**src/verilog/link_cmd_pkg.sv**
```systemverilog
// shared opcodes, frame layout and timing constants for the input link command handler
package link_cmd_pkg;
  localparam int FRAME_W = 8;
  localparam logic [7:0] OP_COLLECT_BASE = 8'h10;
  localparam logic [7:0] OP_COLLECT_LAST = 8'h1F;
  localparam logic [7:0] OP_REG_READ = 8'h06;
  localparam logic [7:0] OP_REG_WRITE = 8'h07;
  localparam logic [7:0] OP_IDENTIFY = 8'h03;
  localparam logic [7:0] OP_NAME = 8'h30;
  localparam logic [7:0] OP_STATUS = 8'h31;
  localparam logic [7:0] OP_EXT_DESCRIBE = 8'h32;
  localparam logic [7:0] OP_UNIQUE_CODE = 8'h33;
  localparam logic [7:0] OP_REPEAT_OFF = 8'h3D;
  localparam logic [7:0] OP_REPEAT_SLOW = 8'h3E;
  localparam logic [7:0] OP_REPEAT_FAST = 8'h3F;
  localparam logic [7:0] OP_STIM_FIRST = 8'h40;
  localparam logic [7:0] OP_STIM_LAST = 8'h46;
  localparam logic [7:0] OP_STIM_GENERAL = 8'h47;
  localparam logic [7:0] OP_RESP_FIRST = 8'h48;
  localparam logic [7:0] OP_RESP_LAST = 8'h4E;
  localparam logic [7:0] OP_REG_ERROR = 8'hFA;
  localparam int REG_TYPE2_BIT = 7;
  localparam logic [7:0] KEY_CURSOR_REPEAT = 8'h02;
  localparam int IDENT_LEN = 1;
  localparam int DESCRIBE_MAX = 10;
  localparam int RECORD_MAX = 15;
  localparam int EXT_DEFINED = 6;
  localparam int COLLECT_MAX = 15;
  localparam longint CLK_HZ = 200000000;
  localparam longint SLOW_REPEAT_HZ = 30;
  localparam longint FAST_REPEAT_HZ = 60;
  localparam longint SLOW_REPEAT_CYC = CLK_HZ / SLOW_REPEAT_HZ;
  localparam longint FAST_REPEAT_CYC = CLK_HZ / FAST_REPEAT_HZ;
  typedef enum logic [1:0] {REPEAT_OFF, REPEAT_SLOW, REPEAT_FAST} repeat_mode_type;
endpackage : link_cmd_pkg

```
**src/verilog/link_frame_if.sv**
```systemverilog
// frame loop between host link controller and the device command handler
`timescale 1ns/10ps
`default_nettype none
interface link_frame_if;
  logic h2d_valid;
  logic h2d_cmd;
  logic [7:0] h2d_data;
  logic h2d_ready;
  logic d2h_valid;
  logic d2h_cmd;
  logic [7:0] d2h_data;
  logic d2h_ready;
  modport host (output h2d_valid, output h2d_cmd, output h2d_data, input h2d_ready,
    input d2h_valid, input d2h_cmd, input d2h_data, output d2h_ready);
  modport device (input h2d_valid, input h2d_cmd, input h2d_data, output h2d_ready,
    output d2h_valid, output d2h_cmd, output d2h_data, input d2h_ready);
endinterface : link_frame_if
`default_nettype wire

```
**src/verilog/input_link_device_cmd_handler.sv**
```systemverilog
// device end: decodes command frames, answers with data records and the echoed command
`timescale 1ns/10ps
`default_nettype none
module input_link_device_cmd_handler #(
  parameter int NREG = 16,
  parameter int DESC_LEN = 2,
  parameter int NAME_LEN = 8,
  parameter int STATUS_LEN = 1,
  parameter int EXT_LEN = link_cmd_pkg::EXT_DEFINED,
  parameter int CODE_LEN = 4,
  parameter logic [7:0] DEVICE_ID = 8'h5A, // arbitrary id value
  parameter longint SLOW_CYC = link_cmd_pkg::SLOW_REPEAT_CYC,
  parameter longint FAST_CYC = link_cmd_pkg::FAST_REPEAT_CYC
) (
  // clock and reset
  input wire logic clk_i,
  input wire logic nrst_i,
  // frame loop
  link_frame_if.device link,
  // key input from the scanner
  input wire logic key_valid_i,
  input wire logic [7:0] key_code_i,
  input wire logic key_down_i,
  input wire logic key_held_i,
  input wire logic key_cursor_i,
  input wire logic key_modifier_i,
  // user actions
  output logic stimulus_o,
  output logic [2:0] stimulus_num_o,
  output logic response_o,
  output logic [2:0] response_num_o,
  output logic [1:0] repeat_mode_o
);
  typedef enum {ST_IDLE, ST_SEND, ST_ECHO} state_type;
  typedef enum {SRC_NONE, SRC_KEYS, SRC_REG, SRC_ID, SRC_NAME, SRC_STAT, SRC_EXT, SRC_CODE} src_type;

  function automatic logic in_range(input logic [7:0] op, input logic [7:0] lo, input logic [7:0] hi);
    in_range = (op >= lo) && (op <= hi);
  endfunction : in_range

  logic [7:0] regs [NREG];
  logic [7:0] next_regs [NREG];
  state_type state, next_state;
  src_type src, next_src;
  logic [3:0] idx, next_idx;
  logic [3:0] len, next_len;
  logic [7:0] echo, next_echo;
  logic [7:0] reg_sel, next_reg_sel;
  logic have_sel, next_have_sel;
  logic wr_pair, next_wr_pair;
  logic type2, next_type2;
  logic got_data, next_got_data;
  logic bad, next_bad;
  logic [7:0] pend_code, next_pend_code;
  logic pend, next_pend;
  logic held_valid, next_held_valid;
  logic [7:0] held_code, next_held_code;
  logic held_cursor, next_held_cursor;
  logic [31:0] rep_cnt, next_rep_cnt;
  logic [1:0] mode, next_mode;
  logic next_stim, next_resp;
  logic [2:0] next_stim_num, next_resp_num;
  logic d2h_valid, next_d2h_valid;
  logic d2h_cmd, next_d2h_cmd;
  logic [7:0] d2h_data, next_d2h_data;
  logic [7:0] out_byte;

  // no new host frame while an answer frame still stands on the loop
  assign link.h2d_ready = (state == ST_IDLE) && !d2h_valid;
  assign link.d2h_valid = d2h_valid;
  assign link.d2h_cmd = d2h_cmd;
  assign link.d2h_data = d2h_data;

  always_comb
  begin
    out_byte = 8'h00;
    case (src)
      SRC_KEYS: out_byte = pend_code;
      SRC_REG: out_byte = regs[reg_sel[3:0]];
      SRC_ID: out_byte = (idx == 4'h0) ? DEVICE_ID : {4'h0, idx};
      SRC_NAME: out_byte = 8'h41 + {4'h0, idx};
      SRC_STAT: out_byte = 8'h00;
      SRC_EXT: out_byte = {4'h0, idx};
      SRC_CODE: out_byte = 8'hC0 | {4'h0, idx};
      default: out_byte = 8'h00;
    endcase
  end

  always_comb
  begin
    for (int i = 0; i < NREG; i++) next_regs[i] = regs[i];
    next_state = state;
    next_src = src;
    next_idx = idx;
    next_len = len;
    next_echo = echo;
    next_reg_sel = reg_sel;
    next_have_sel = have_sel;
    next_wr_pair = wr_pair;
    next_type2 = type2;
    next_got_data = got_data;
    next_bad = bad;
    next_pend_code = pend_code;
    next_pend = pend;
    next_held_valid = held_valid;
    next_held_code = held_code;
    next_held_cursor = held_cursor;
    next_rep_cnt = rep_cnt;
    next_mode = mode;
    next_stim = 1'b0;
    next_resp = 1'b0;
    next_stim_num = stimulus_num_o;
    next_resp_num = response_num_o;
    next_d2h_valid = d2h_valid;
    next_d2h_cmd = d2h_cmd;
    next_d2h_data = d2h_data;
    // key capture and auto-repeat; one key per record, later keys are dropped while one is still pending
    if (key_valid_i && !key_modifier_i)
    begin
      next_held_valid = key_down_i && key_held_i;
      next_held_code = key_code_i;
      next_held_cursor = key_cursor_i;
      next_rep_cnt = 32'h0000_0000;
    end
    if (key_valid_i && !pend)
    begin
      next_pend = 1'b1;
      next_pend_code = key_code_i;
    end
    else if (held_valid && mode != 2'(link_cmd_pkg::REPEAT_OFF))
    begin
      next_rep_cnt = rep_cnt + 32'h0000_0001;
      if ((held_cursor && mode == 2'(link_cmd_pkg::REPEAT_FAST)) ? (rep_cnt >= 32'(FAST_CYC - 1))
          : (rep_cnt >= 32'(SLOW_CYC - 1)))
      begin
        next_rep_cnt = 32'h0000_0000;
        if (!pend)
        begin
          next_pend = 1'b1;
          next_pend_code = held_cursor ? link_cmd_pkg::KEY_CURSOR_REPEAT : held_code;
        end
      end
    end
    if (d2h_valid && link.d2h_ready)
      next_d2h_valid = 1'b0;
    case (state)
      ST_IDLE:
      begin
        if (link.h2d_valid && !link.h2d_cmd)
        begin
          // data frames are absorbed, never passed on
          next_got_data = 1'b1;
          if (type2 && have_sel)
          begin
            if (reg_sel[3:0] < NREG) next_regs[reg_sel[3:0]] = link.h2d_data;
          end
          else if (wr_pair)
          begin
            next_regs[reg_sel[3:0]] = link.h2d_data;
            next_wr_pair = 1'b0;
          end
          else
          begin
            next_reg_sel = {1'b0, link.h2d_data[6:0]};
            next_type2 = link.h2d_data[link_cmd_pkg::REG_TYPE2_BIT];
            next_have_sel = 1'b1;
            next_wr_pair = !link.h2d_data[link_cmd_pkg::REG_TYPE2_BIT];
            if (link.h2d_data[6:0] >= 7'(NREG)) next_bad = 1'b1;
          end
        end
        else if (link.h2d_valid && link.h2d_cmd)
        begin
          next_echo = link.h2d_data;
          next_idx = 4'h0;
          next_len = 4'h0;
          next_src = SRC_NONE;
          next_state = ST_ECHO;
          next_got_data = 1'b0;
          next_have_sel = 1'b0;
          next_wr_pair = 1'b0;
          next_type2 = 1'b0;
          next_bad = 1'b0;
          if (link.h2d_data == link_cmd_pkg::OP_REG_READ)
          begin
            // a read needs a type I number that is still waiting for its data
            if (!have_sel || type2 || !wr_pair || bad) next_echo = link_cmd_pkg::OP_REG_ERROR;
            else
            begin
              next_src = SRC_REG;
              next_len = 4'h1;
              next_state = ST_SEND;
            end
          end
          else if (link.h2d_data == link_cmd_pkg::OP_REG_WRITE)
          begin
            if (!have_sel || wr_pair || bad) next_echo = link_cmd_pkg::OP_REG_ERROR;
          end
          else if (got_data)
            next_echo = link_cmd_pkg::OP_REG_ERROR;
          else if (in_range(link.h2d_data, link_cmd_pkg::OP_COLLECT_BASE, link_cmd_pkg::OP_COLLECT_LAST))
          begin
            // room left is what the low bits still allow
            if (pend && link.h2d_data != link_cmd_pkg::OP_COLLECT_LAST)
            begin
              next_src = SRC_KEYS;
              next_len = 4'h1;
              next_state = ST_SEND;
            end
          end
          else if (link.h2d_data == link_cmd_pkg::OP_IDENTIFY)
          begin
            next_src = SRC_ID;
            next_len = 4'(link_cmd_pkg::IDENT_LEN + DESC_LEN);
            next_state = ST_SEND;
          end
          else if (link.h2d_data == link_cmd_pkg::OP_NAME)
          begin
            next_src = SRC_NAME;
            next_len = 4'(NAME_LEN);
            next_state = ST_SEND;
          end
          else if (link.h2d_data == link_cmd_pkg::OP_STATUS)
          begin
            next_src = SRC_STAT;
            next_len = 4'(STATUS_LEN);
            next_state = ST_SEND;
          end
          else if (link.h2d_data == link_cmd_pkg::OP_EXT_DESCRIBE)
          begin
            next_src = SRC_EXT;
            next_len = 4'(EXT_LEN);
            next_state = ST_SEND;
          end
          else if (link.h2d_data == link_cmd_pkg::OP_UNIQUE_CODE)
          begin
            next_src = SRC_CODE;
            next_len = 4'(CODE_LEN);
            next_state = ST_SEND;
          end
          else if (link.h2d_data == link_cmd_pkg::OP_REPEAT_OFF)
            next_mode = 2'(link_cmd_pkg::REPEAT_OFF);
          else if (link.h2d_data == link_cmd_pkg::OP_REPEAT_SLOW)
            next_mode = 2'(link_cmd_pkg::REPEAT_SLOW);
          else if (link.h2d_data == link_cmd_pkg::OP_REPEAT_FAST)
            next_mode = 2'(link_cmd_pkg::REPEAT_FAST);
        end
      end
      ST_SEND:
      begin
        if (!d2h_valid || link.d2h_ready)
        begin
          // data frames strictly before the echo, nothing in between
          next_d2h_valid = 1'b1;
          next_d2h_cmd = 1'b0;
          next_d2h_data = out_byte;
          next_idx = idx + 4'h1;
          if (src == SRC_KEYS) next_pend = 1'b0;
          if (idx + 4'h1 >= len) next_state = ST_ECHO;
        end
      end
      default:
      begin
        if (!d2h_valid || link.d2h_ready)
        begin
          next_d2h_valid = 1'b1;
          next_d2h_cmd = 1'b1;
          next_d2h_data = (src == SRC_KEYS) ? echo + {4'h0, len} : echo;
          next_state = ST_IDLE;
          // action in the same cycle the echo is put on the loop
          if (in_range(echo, link_cmd_pkg::OP_STIM_FIRST, link_cmd_pkg::OP_STIM_GENERAL))
          begin
            next_stim = 1'b1;
            next_stim_num = echo[2:0];
          end
          if (in_range(echo, link_cmd_pkg::OP_RESP_FIRST, link_cmd_pkg::OP_RESP_LAST))
          begin
            next_resp = 1'b1;
            next_resp_num = echo[2:0];
          end
        end
      end
    endcase
  end

  always_ff @(posedge clk_i or negedge nrst_i)
  begin
    if (!nrst_i)
    begin
      for (int i = 0; i < NREG; i++) regs[i] <= 8'h00;
      state <= ST_IDLE;
      src <= SRC_NONE;
      idx <= 4'h0;
      len <= 4'h0;
      echo <= 8'h00;
      reg_sel <= 8'h00;
      have_sel <= 1'b0;
      wr_pair <= 1'b0;
      type2 <= 1'b0;
      got_data <= 1'b0;
      bad <= 1'b0;
      pend_code <= 8'h00;
      pend <= 1'b0;
      held_valid <= 1'b0;
      held_code <= 8'h00;
      held_cursor <= 1'b0;
      rep_cnt <= 32'h0000_0000;
      mode <= 2'(link_cmd_pkg::REPEAT_OFF);
      stimulus_o <= 1'b0;
      stimulus_num_o <= 3'h0;
      response_o <= 1'b0;
      response_num_o <= 3'h0;
      d2h_valid <= 1'b0;
      d2h_cmd <= 1'b0;
      d2h_data <= 8'h00;
    end
    else
    begin
      for (int i = 0; i < NREG; i++) regs[i] <= next_regs[i];
      state <= next_state;
      src <= next_src;
      idx <= next_idx;
      len <= next_len;
      echo <= next_echo;
      reg_sel <= next_reg_sel;
      have_sel <= next_have_sel;
      wr_pair <= next_wr_pair;
      type2 <= next_type2;
      got_data <= next_got_data;
      bad <= next_bad;
      pend_code <= next_pend_code;
      pend <= next_pend;
      held_valid <= next_held_valid;
      held_code <= next_held_code;
      held_cursor <= next_held_cursor;
      rep_cnt <= next_rep_cnt;
      mode <= next_mode;
      stimulus_o <= next_stim;
      stimulus_num_o <= next_stim_num;
      response_o <= next_resp;
      response_num_o <= next_resp_num;
      d2h_valid <= next_d2h_valid;
      d2h_cmd <= next_d2h_cmd;
      d2h_data <= next_d2h_data;
    end
  end

  assign repeat_mode_o = mode;
endmodule : input_link_device_cmd_handler
`default_nettype wire

```
**src/flat_wrapper.sv**
```systemverilog
// flat-port wrapper written by rule: the top's interface ports become plain ports
module input_link_device_cmd_handler_flat 
#(
  parameter int NREG = 16,
  parameter int DESC_LEN = 2,
  parameter int NAME_LEN = 8,
  parameter int STATUS_LEN = 1,
  parameter int EXT_LEN = link_cmd_pkg::EXT_DEFINED,
  parameter int CODE_LEN = 4,
  parameter logic [7:0] DEVICE_ID = 8'h5A,                      
  parameter longint SLOW_CYC = link_cmd_pkg::SLOW_REPEAT_CYC,
  parameter longint FAST_CYC = link_cmd_pkg::FAST_REPEAT_CYC
)
  (clk_i, nrst_i, key_valid_i, key_code_i, key_down_i, key_held_i, key_cursor_i, key_modifier_i, stimulus_o, stimulus_num_o, response_o, response_num_o, repeat_mode_o, link_h2d_valid, link_h2d_cmd, link_h2d_data, link_h2d_ready, link_d2h_valid, link_d2h_cmd, link_d2h_data, link_d2h_ready);
  link_frame_if link_i ();
  input wire logic clk_i;
  input wire logic nrst_i;
  input wire logic key_valid_i;
  input wire logic [7:0] key_code_i;
  input wire logic key_down_i;
  input wire logic key_held_i;
  input wire logic key_cursor_i;
  input wire logic key_modifier_i;
  output logic stimulus_o;
  output logic [2:0] stimulus_num_o;
  output logic response_o;
  output logic [2:0] response_num_o;
  output logic [1:0] repeat_mode_o;
  input wire logic [$bits(link_i.h2d_valid)-1:0] link_h2d_valid;
  input wire logic [$bits(link_i.h2d_cmd)-1:0] link_h2d_cmd;
  input wire logic [$bits(link_i.h2d_data)-1:0] link_h2d_data;
  output wire logic [$bits(link_i.h2d_ready)-1:0] link_h2d_ready;
  output wire logic [$bits(link_i.d2h_valid)-1:0] link_d2h_valid;
  output wire logic [$bits(link_i.d2h_cmd)-1:0] link_d2h_cmd;
  output wire logic [$bits(link_i.d2h_data)-1:0] link_d2h_data;
  input wire logic [$bits(link_i.d2h_ready)-1:0] link_d2h_ready;
  assign link_i.h2d_valid = link_h2d_valid;
  assign link_i.h2d_cmd = link_h2d_cmd;
  assign link_i.h2d_data = link_h2d_data;
  assign link_h2d_ready = link_i.h2d_ready;
  assign link_d2h_valid = link_i.d2h_valid;
  assign link_d2h_cmd = link_i.d2h_cmd;
  assign link_d2h_data = link_i.d2h_data;
  assign link_i.d2h_ready = link_d2h_ready;
  input_link_device_cmd_handler #(.NREG(NREG), .DESC_LEN(DESC_LEN), .NAME_LEN(NAME_LEN), .STATUS_LEN(STATUS_LEN), .EXT_LEN(EXT_LEN), .CODE_LEN(CODE_LEN), .DEVICE_ID(DEVICE_ID), .SLOW_CYC(SLOW_CYC), .FAST_CYC(FAST_CYC)) u_core (.clk_i(clk_i), .nrst_i(nrst_i), .link(link_i), .key_valid_i(key_valid_i), .key_code_i(key_code_i), .key_down_i(key_down_i), .key_held_i(key_held_i), .key_cursor_i(key_cursor_i), .key_modifier_i(key_modifier_i), .stimulus_o(stimulus_o), .stimulus_num_o(stimulus_num_o), .response_o(response_o), .response_num_o(response_num_o), .repeat_mode_o(repeat_mode_o));
endmodule
```
**config.mk**
```make
export PLATFORM = sky130hd
export DESIGN_NAME = input_link_device_cmd_handler_flat
export DESIGN_NICKNAME = d
export VERILOG_FILES = /design/src/verilog/link_cmd_pkg.sv /design/src/verilog/link_frame_if.sv /design/src/verilog/input_link_device_cmd_handler.sv /design/src/flat_wrapper.sv
export SDC_FILE = /design/constraint.sdc
export NUM_CORES = 1
export LEC_CHECK = 0
export BUFFER_PORTS_ARGS = -buffer_cell sky130_fd_sc_hd__buf_4
export CORE_AREA = 2 2 172 174
export CTS_CLUSTER_DIAMETER = 200
export DETAILED_ROUTE_END_ITERATION = 10
export DIE_AREA = 0 0 174 176
export SLEW_MARGIN = 20
export SYNTH_ARGS = -nofsm -noshare
export SYNTH_HDL_FRONTEND = slang
export SYNTH_SLANG_ARGS = --single-unit
```
**constraint.sdc**
```tcl
create_clock -name clk_i -period 2.2 [get_ports clk_i]
set_input_delay 0.11 -clock clk_i [delete_from_list [all_inputs] [get_ports clk_i]]
set_output_delay 0.11 -clock clk_i [all_outputs]
set_load 0.01 [all_outputs]
```
# Yosys cells after proc, flatten, opt, wreduce, memory -nomap -nowiden
# Cells that the tools add are included.
# Widths: inputs -> output; s select.
[totals] regBits=288 latchBits=0 ramBits=0 romBits=0 in_bits=26 output_inout_bits=21 n_memories=0
[classes] add_sub_neg=4 mul=0 div_mod_pow=0 n_lt_le_gt_ge=12 n_eq_ne=28 shift=0 n_mux=108 bitwise_logic=15 reduce_logical=54
[op_table] operator="$mux 32" count=25
[op_table] operator="$mux 128" count=2
[op_table] operator="$bwmux 128" count=1
[op_table] operator="$mux 8" count=16
[op_table] operator="$eq 32x2->1 const B" count=3
[op_table] operator="$eq 32x3->1 const B" count=3
[op_table] operator="$eq 32x1->1 const B" count=2
[op_table] operator="$logic_not 32->1" count=2
[op_table] operator="$pmux 32 s2" count=1
[op_table] operator="$eq 8x6->1 const B" count=7
[op_table] operator="$pmux 8 s6" count=1
[op_table] operator="$mux 4" count=11
[op_table] operator="$mux 1" count=36
[op_table] operator="$add 32x1->32 const B" count=1
[op_table] operator="$bmux 8 s4" count=1
[op_table] operator="$demux 8 s4" count=1
[op_table] operator="$ge 32x22->1 const B" count=1
[op_table] operator="$ge 32x23->1 const B" count=1
[op_table] operator="$reduce_and 3->1" count=6
[op_table] operator="$eq 8x3->1 const B" count=2
[op_table] operator="$ge 8x7->1 const B" count=2
[op_table] operator="$le 8x7->1 const B" count=2
[op_table] operator="$pmux 8 s2" count=1
[op_table] operator="$logic_and 1x1->1" count=15
[op_table] operator="31 further kinds" count=78

# Depth between registers and ports, before layout
[depth] ltp_word=13 depth_mapped=9 depth_no_buf=9

# Least setup slack after synthesis
# OpenSTA, ideal clock, no wires.
[synth_timing] kind="register to register" startpoint="reg u_core.reg_sel[0]" endpoint="reg u_core.d2h_data[2] (netlist: u_core.link.d2h_data[2])" setup_ns=0.124 arrival_time_ns=2.119 slack_ns=-0.043 path_stages_with_launch=8 path_buffers=2 period_less_slack_ns=2.243 path_cell_list="dfrtp_1 buf_2 buf_2 mux4_2 mux4_2 nor2b_1 o21ai_0 a21oi_1"
[synth_via] elab_chain_cells=7
[synth_lines] element="from (decl)" line="input_link_device_cmd_handler.sv:48" text="logic [7:0] reg_sel, next_reg_sel;"
[synth_lines] element="from (signal assigned)" line="input_link_device_cmd_handler.sv:324" text="reg_sel <= next_reg_sel;"
[synth_lines] element="$not 4->5 (implied by the code)" line="input_link_device_cmd_handler.sv:79" text="SRC_REG: out_byte = regs[reg_sel[3:0]];"
[synth_lines] element="$bmux 8 s4" line="input_link_device_cmd_handler.sv:79"
[synth_lines] element="$mux 8 (implied by the code) (2 in a row)" line="input_link_device_cmd_handler.sv:79"
[synth_lines] element="$pmux 8 s6" line="input_link_device_cmd_handler.sv:77" text="case (src)"
[synth_lines] element="$mux 8" line="input_link_device_cmd_handler.sv:250" text="if (!d2h_valid || link.d2h_ready)"
[synth_lines] element="$pmux 8 s2" line="input_link_device_cmd_handler.sv:146" text="case (state)"
[synth_lines] element="to (signal assigned)" line="input_link_device_cmd_handler.sv:343" text="d2h_data <= next_d2h_data;"
[synth_lines] element="to (decl)" line="input_link_device_cmd_handler.sv:65" text="logic [7:0] d2h_data, next_d2h_data;"
# No other way between the ends. The select of a mux whose other input is x is not followed.
# A chain may end at the register's enable or synchronous reset.

# Worst setup path after layout
[layout_timing] startpoint="reg u_core.rep_cnt[0]" endpoint="reg u_core.rep_cnt[5]"
[layout_via] elab_chain_cells=5 elab_cells_between_ends=7 cone_classes="add/sub: 1; order compare: 2; mux: 4"
[layout_lines] element="from (decl)" line="input_link_device_cmd_handler.sv:59" text="logic [31:0] rep_cnt, next_rep_cnt;"
[layout_lines] element="from (signal assigned)" line="input_link_device_cmd_handler.sv:335" text="rep_cnt <= next_rep_cnt;"
[layout_lines] element="$ge 32x23->1 / $ge 32x22->1 (equally long branches)" line="input_link_device_cmd_handler.sv:134, input_link_device_cmd_handler.sv:133"
[layout_lines] element="$mux 1" line="input_link_device_cmd_handler.sv:133" text="if ((held_cursor && mode == 2'(link_cmd_pkg::REPEAT_FAST)) ? (rep_cnt >= 32'(FAST_CYC - 1))"
[layout_lines] element="$mux 32 (*)" line="input_link_device_cmd_handler.sv:133"
[layout_lines] element="$mux 32 (*)" line="input_link_device_cmd_handler.sv:130" text="else if (held_valid && mode != 2'(link_cmd_pkg::REPEAT_OFF))"
[layout_lines] element="$mux 32 (*)" line="input_link_device_cmd_handler.sv:125" text="if (key_valid_i && !pend)"
[layout_lines] element="net u_core.next_rep_cnt[5]" line="input_link_device_cmd_handler.sv:59"
# Mark *: on every way through the listed nets, which the timed path passes. The rest lies on a longest branch.

==> run summary <==
Synthesis
- Seq/Total Area, Yosys: 0.507
- proportion of netlist area held by the largest area contributor: 0.507
- top cell type by total area after synthesis: sky130_fd_sc_hd__dfrtp_1
- Post-Syn Area: 11300 um^2
- async set or reset register ratio after synthesis: 1.00
- count of flip-flops with a built-in enable after synthesis: 0
- net count after synthesis: 1066
- Synth Instances: 1025
- post-synthesis average cell area: 11.0 um^2
- most common flop cell mapped by yosys: sky130_fd_sc_hd__dfrtp_1
- library cells used by synthesis: 70
- count of warnings emitted by yosys: 0
- top area cells in the synthesized netlist: sky130_fd_sc_hd__dfrtp_1, sky130_fd_sc_hd__mux2_2, sky130_fd_sc_hd__mux4_2, sky130_fd_sc_hd__nand2_1, sky130_fd_sc_hd__o21ai_0
- total of flip-flops plus latches after synthesis: 229

CTS
- CTS H-tree depth: 1
- Worst-path clk slew: 60 ps
- source-to-sink clock delay at the later pin of the worst-skew pair: 540 ps
- number of buffers created by CTS: 26
- cell chosen for the clock root: sky130_fd_sc_hd__clkbuf_16
- count of clock tree sinks: 229
- CTS tree: yes
- maximum buffer depth of the clock tree: 3

Setup path
- CP Data Required Time: 2640 ps
- register-to-register setup slack: -50 ps
- Max FO, Critical Path: 6
- Worst setup SP type: flop
- launch point of the worst reg-to-reg path: u_core.rep_cnt[0]$_DFF_PN0_
- Critical Setup Path Class: flop to flop
- arrival time at the worst endpoint: 2700 ps
- depth of the worst register-to-register path: 9
- crit path capture type: flop
- worst flop-to-flop path endpoint: u_core.rep_cnt[5]$_DFF_PN0_

Hold path
- startpoint of the worst hold path: key_modifier_i
- worst min-delay path category: primary input to flop
- worst hold stages: 5
- endpoint of the worst hold-timing path: u_core.held_code[3]$_DFFE_PN0P_

Routing
- Pre-antenna DRT Iters: 5
- DRC violation count after routing: 0
- DR vias/cell: 5.49
- Initial DRC Count: 753
- total number of vias: 8672
- antenna viol nets, final: 0
- Routed wire per std cell: 19.3 um
- routed wire length: 30500 um

Global route
- pin count of the biggest net entering global routing: 71
- antenna violations before repair: 1
- vias in the first global route: 8739
- wire length of the first global-routing pass: 48500 um
- total grt overflow: 0
- Global Route Usage Sum: 0.198

Cells and area
- area overhead of the layout relative to synthesis: 29.3%
- antenna diode count: 0
- final standard cell count with taps included and fillers excluded: 1581
- most used cells in the layout excluding fill and tap cells: sky130_fd_sc_hd__dfrtp_1, sky130_fd_sc_hd__nand2_1, sky130_fd_sc_hd__buf_4
- most common cell after layout, fill and taps aside: sky130_fd_sc_hd__dfrtp_1
- number of nets in the layout: 1220
- fraction of layout instances using a drive strength above 1: 0.338

Placed design
- post-place setup slack: -54.9 ps
- half-perimeter wire length after detailed placement: 20300 um
- last weighted congestion value of the routability-driven placer: 0.858
- count of placed standard cells including taps: 1481
- IO Port Bufs: 46

STA
- Tcrit/Tclk final: 1.02
- highest achievable clock rate: 0.444 GHz
- setup clock skew after layout: 21.6 ps
- setup violation total in the final timing report: 28
- setup repair after global routing missed its margin: yes
- summed negative setup slack over all endpoints: -642 ps
- count of pins over their slew limit: 0
- hold violation count in the final report: 0
- final worst-path setup slack: -54.2 ps
- worst relative slew slack: 0.539
- worst-case hold slack: 33.6 ps
- Worst Max-Slew Pin Slew: 682 ps
- minimum clock period: 2250 ps

Floorplan
- Boundary Pins: 47
- starting density of the core: 0.396
- core footprint: 28500 um^2
- chip width: 174 um
- floorplan die area: 30600 um^2
- Die Y: 176 um
- num rows: 62

Power and ir drop
- worst supply voltage drop on vdd: 0.000664 V
- Pwr Density: 974 nW/um^2
- Total Power Consumption: 0.0142 W
- leakage power total: 6.52 nW

Status
- status: finished, violations left
- violated checks: setup timing

Job
- total of max-cap violations: 0

## flip-flops by register name, indices dropped and copies added (netlist names), 2 cells and up
register / count
u_core.state: 2
u_core.held_code: 8
u_core.idx: 4
u_core.repeat_mode_o: 2
u_core.pend_code: 8
u_core.rep_cnt: 32
u_core.src: 3
u_core.regs: 128
u_core.response_num_o: 3
u_core.link.d2h_data: 8
u_core.stimulus_num_o: 3
u_core.reg_sel: 4
u_core.echo: 8
u_core.len: 4
## per-stage QoR
step                area, um^2   util
floorplan                11300      -
global placement         12700  0.445
detailed placement       12700  0.445
CTS                      13900  0.488
global route             14600  0.512
finish                   14600  0.512
## layout make-up
| type | count | area (um^2) |
|---|---|---|
| clock buffers | 42 | 811 |
| clock inverters | 4 | 31.3 |
| fillers | 2501 | 13900 |
| inverters | 30 | 113 |
| multi-input cells | 704 | 5580 |
| flip-flops and latches | 229 | 5740 |
| well taps | 384 | 480 |
| repair buffers | 188 | 1870 |
## cell families after synthesis
kind of cell    Yosys count  share of synthesized area
simple gates            334                      0.145
flops                   229                      0.507
compound gates          212                      0.118
mux                     134                      0.173
buf+inv                  92                     0.0333
fa+ha+maj                15                     0.0173
xor+xnor                  9                    0.00697
## per-layer routing
| metal | up-vias | share of wire | global-route usage |
|---|---|---|---|
| met5 | - | 0 | 0 |
| met4 | 0 | 0.021 | 0.0539 |
| met3 | 41 | 0.050 | 0.0312 |
| met2 | 224 | 0.48 | 0.325 |
| met1 | 4400 | 0.45 | 0.276 |
| li1 | 4007 | - | - |
## Yosys cell counts (3+ instances only)
cell / count
sky130_fd_sc_hd__ha_1: 14
sky130_fd_sc_hd__xor2_1: 5
sky130_fd_sc_hd__nand2b_1: 7
sky130_fd_sc_hd__nand3b_1: 5
sky130_fd_sc_hd__mux2i_1: 3
sky130_fd_sc_hd__nand3_1: 30
sky130_fd_sc_hd__a211o_1: 4
sky130_fd_sc_hd__nor4b_1: 3
sky130_fd_sc_hd__nor2b_1: 14
sky130_fd_sc_hd__mux4_2: 40
sky130_fd_sc_hd__o21ai_0: 74
sky130_fd_sc_hd__buf_2: 15
sky130_fd_sc_hd__o211ai_1: 3
sky130_fd_sc_hd__xnor2_1: 4
sky130_fd_sc_hd__o22a_1: 6
sky130_fd_sc_hd__o31ai_1: 3
sky130_fd_sc_hd__nor3b_1: 4
sky130_fd_sc_hd__nand2_1: 157
sky130_fd_sc_hd__dfrtp_1: 229
sky130_fd_sc_hd__nor4_1: 8
sky130_fd_sc_hd__o21ai_1: 10
sky130_fd_sc_hd__a211oi_1: 7
sky130_fd_sc_hd__and2_1: 18
sky130_fd_sc_hd__and3_1: 4
sky130_fd_sc_hd__clkbuf_1: 42
sky130_fd_sc_hd__o2bb2ai_1: 3
sky130_fd_sc_hd__a41oi_1: 8
sky130_fd_sc_hd__a21oi_1: 38
sky130_fd_sc_hd__a31oi_1: 23
sky130_fd_sc_hd__or2_2: 3
sky130_fd_sc_hd__inv_1: 30
sky130_fd_sc_hd__a21o_1: 4
sky130_fd_sc_hd__nor2_1: 48
sky130_fd_sc_hd__a221o_1: 8
sky130_fd_sc_hd__nand4_1: 5
sky130_fd_sc_hd__nor3_1: 10
sky130_fd_sc_hd__mux2_2: 91
sky130_fd_sc_hd__o22ai_1: 3
## worst max-delay path, cell delays in order (launching register included)
cell                        delay [ps]
sky130_fd_sc_hd__dfrtp_2           440
sky130_fd_sc_hd__ha_2              180
sky130_fd_sc_hd__or4b_4            490
sky130_fd_sc_hd__a21oi_4           220
sky130_fd_sc_hd__o41ai_4           110
sky130_fd_sc_hd__o22ai_4           200
sky130_fd_sc_hd__buf_6             180
sky130_fd_sc_hd__clkbuf_16         150
sky130_fd_sc_hd__nand2_1            50
sky130_fd_sc_hd__a31oi_1           160
## report_power, final
part | switching, W | internal [W]
clock | 0.00172 | 0.00250
sequential | 0.000672 | 0.00511
combinational | 0.00195 | 0.00229
## repair_timing
item / in CTS / in global routing
hold buffers: 27 / 0
endpoints found under the setup margin: 87 / 110
hold endpoints to repair: 115 / 0
gates resized for setup: 14 / 103
pin swaps: 3 / 47
gates cloned: 1 / 9
setup buffers: 3 / 15
## how the worst max path moves through the flow
stage / start / endpoint / slack, ps / cells past startpoint
3_3_place_gp: u_core.reg_sel[0]$_DFFE_PN0P_ / u_core.link.d2h_data[4]$_DFFE_PN0P_ / -40 / 6
2_1_floorplan: u_core.state[0]$_DFFE_PN0P_ / u_core.regs[72]$_DFFE_PN0P_ / 20 / 6
5_1_grt: u_core.rep_cnt[0]$_DFF_PN0_ / u_core.rep_cnt[21]$_DFF_PN0_ / -150 / 9
4_1_cts: u_core.reg_sel[0]$_DFFE_PN0P_ / u_core.link.d2h_data[3]$_DFFE_PN0P_ / -40 / 6
3_5_place_dp: u_core.reg_sel[0]$_DFFE_PN0P_ / u_core.link.d2h_data[4]$_DFFE_PN0P_ / -50 / 6
6_report: u_core.rep_cnt[0]$_DFF_PN0_ / u_core.rep_cnt[5]$_DFF_PN0_ / -50 / 9
Note: power is estimated with default switching activity, not from simulation.
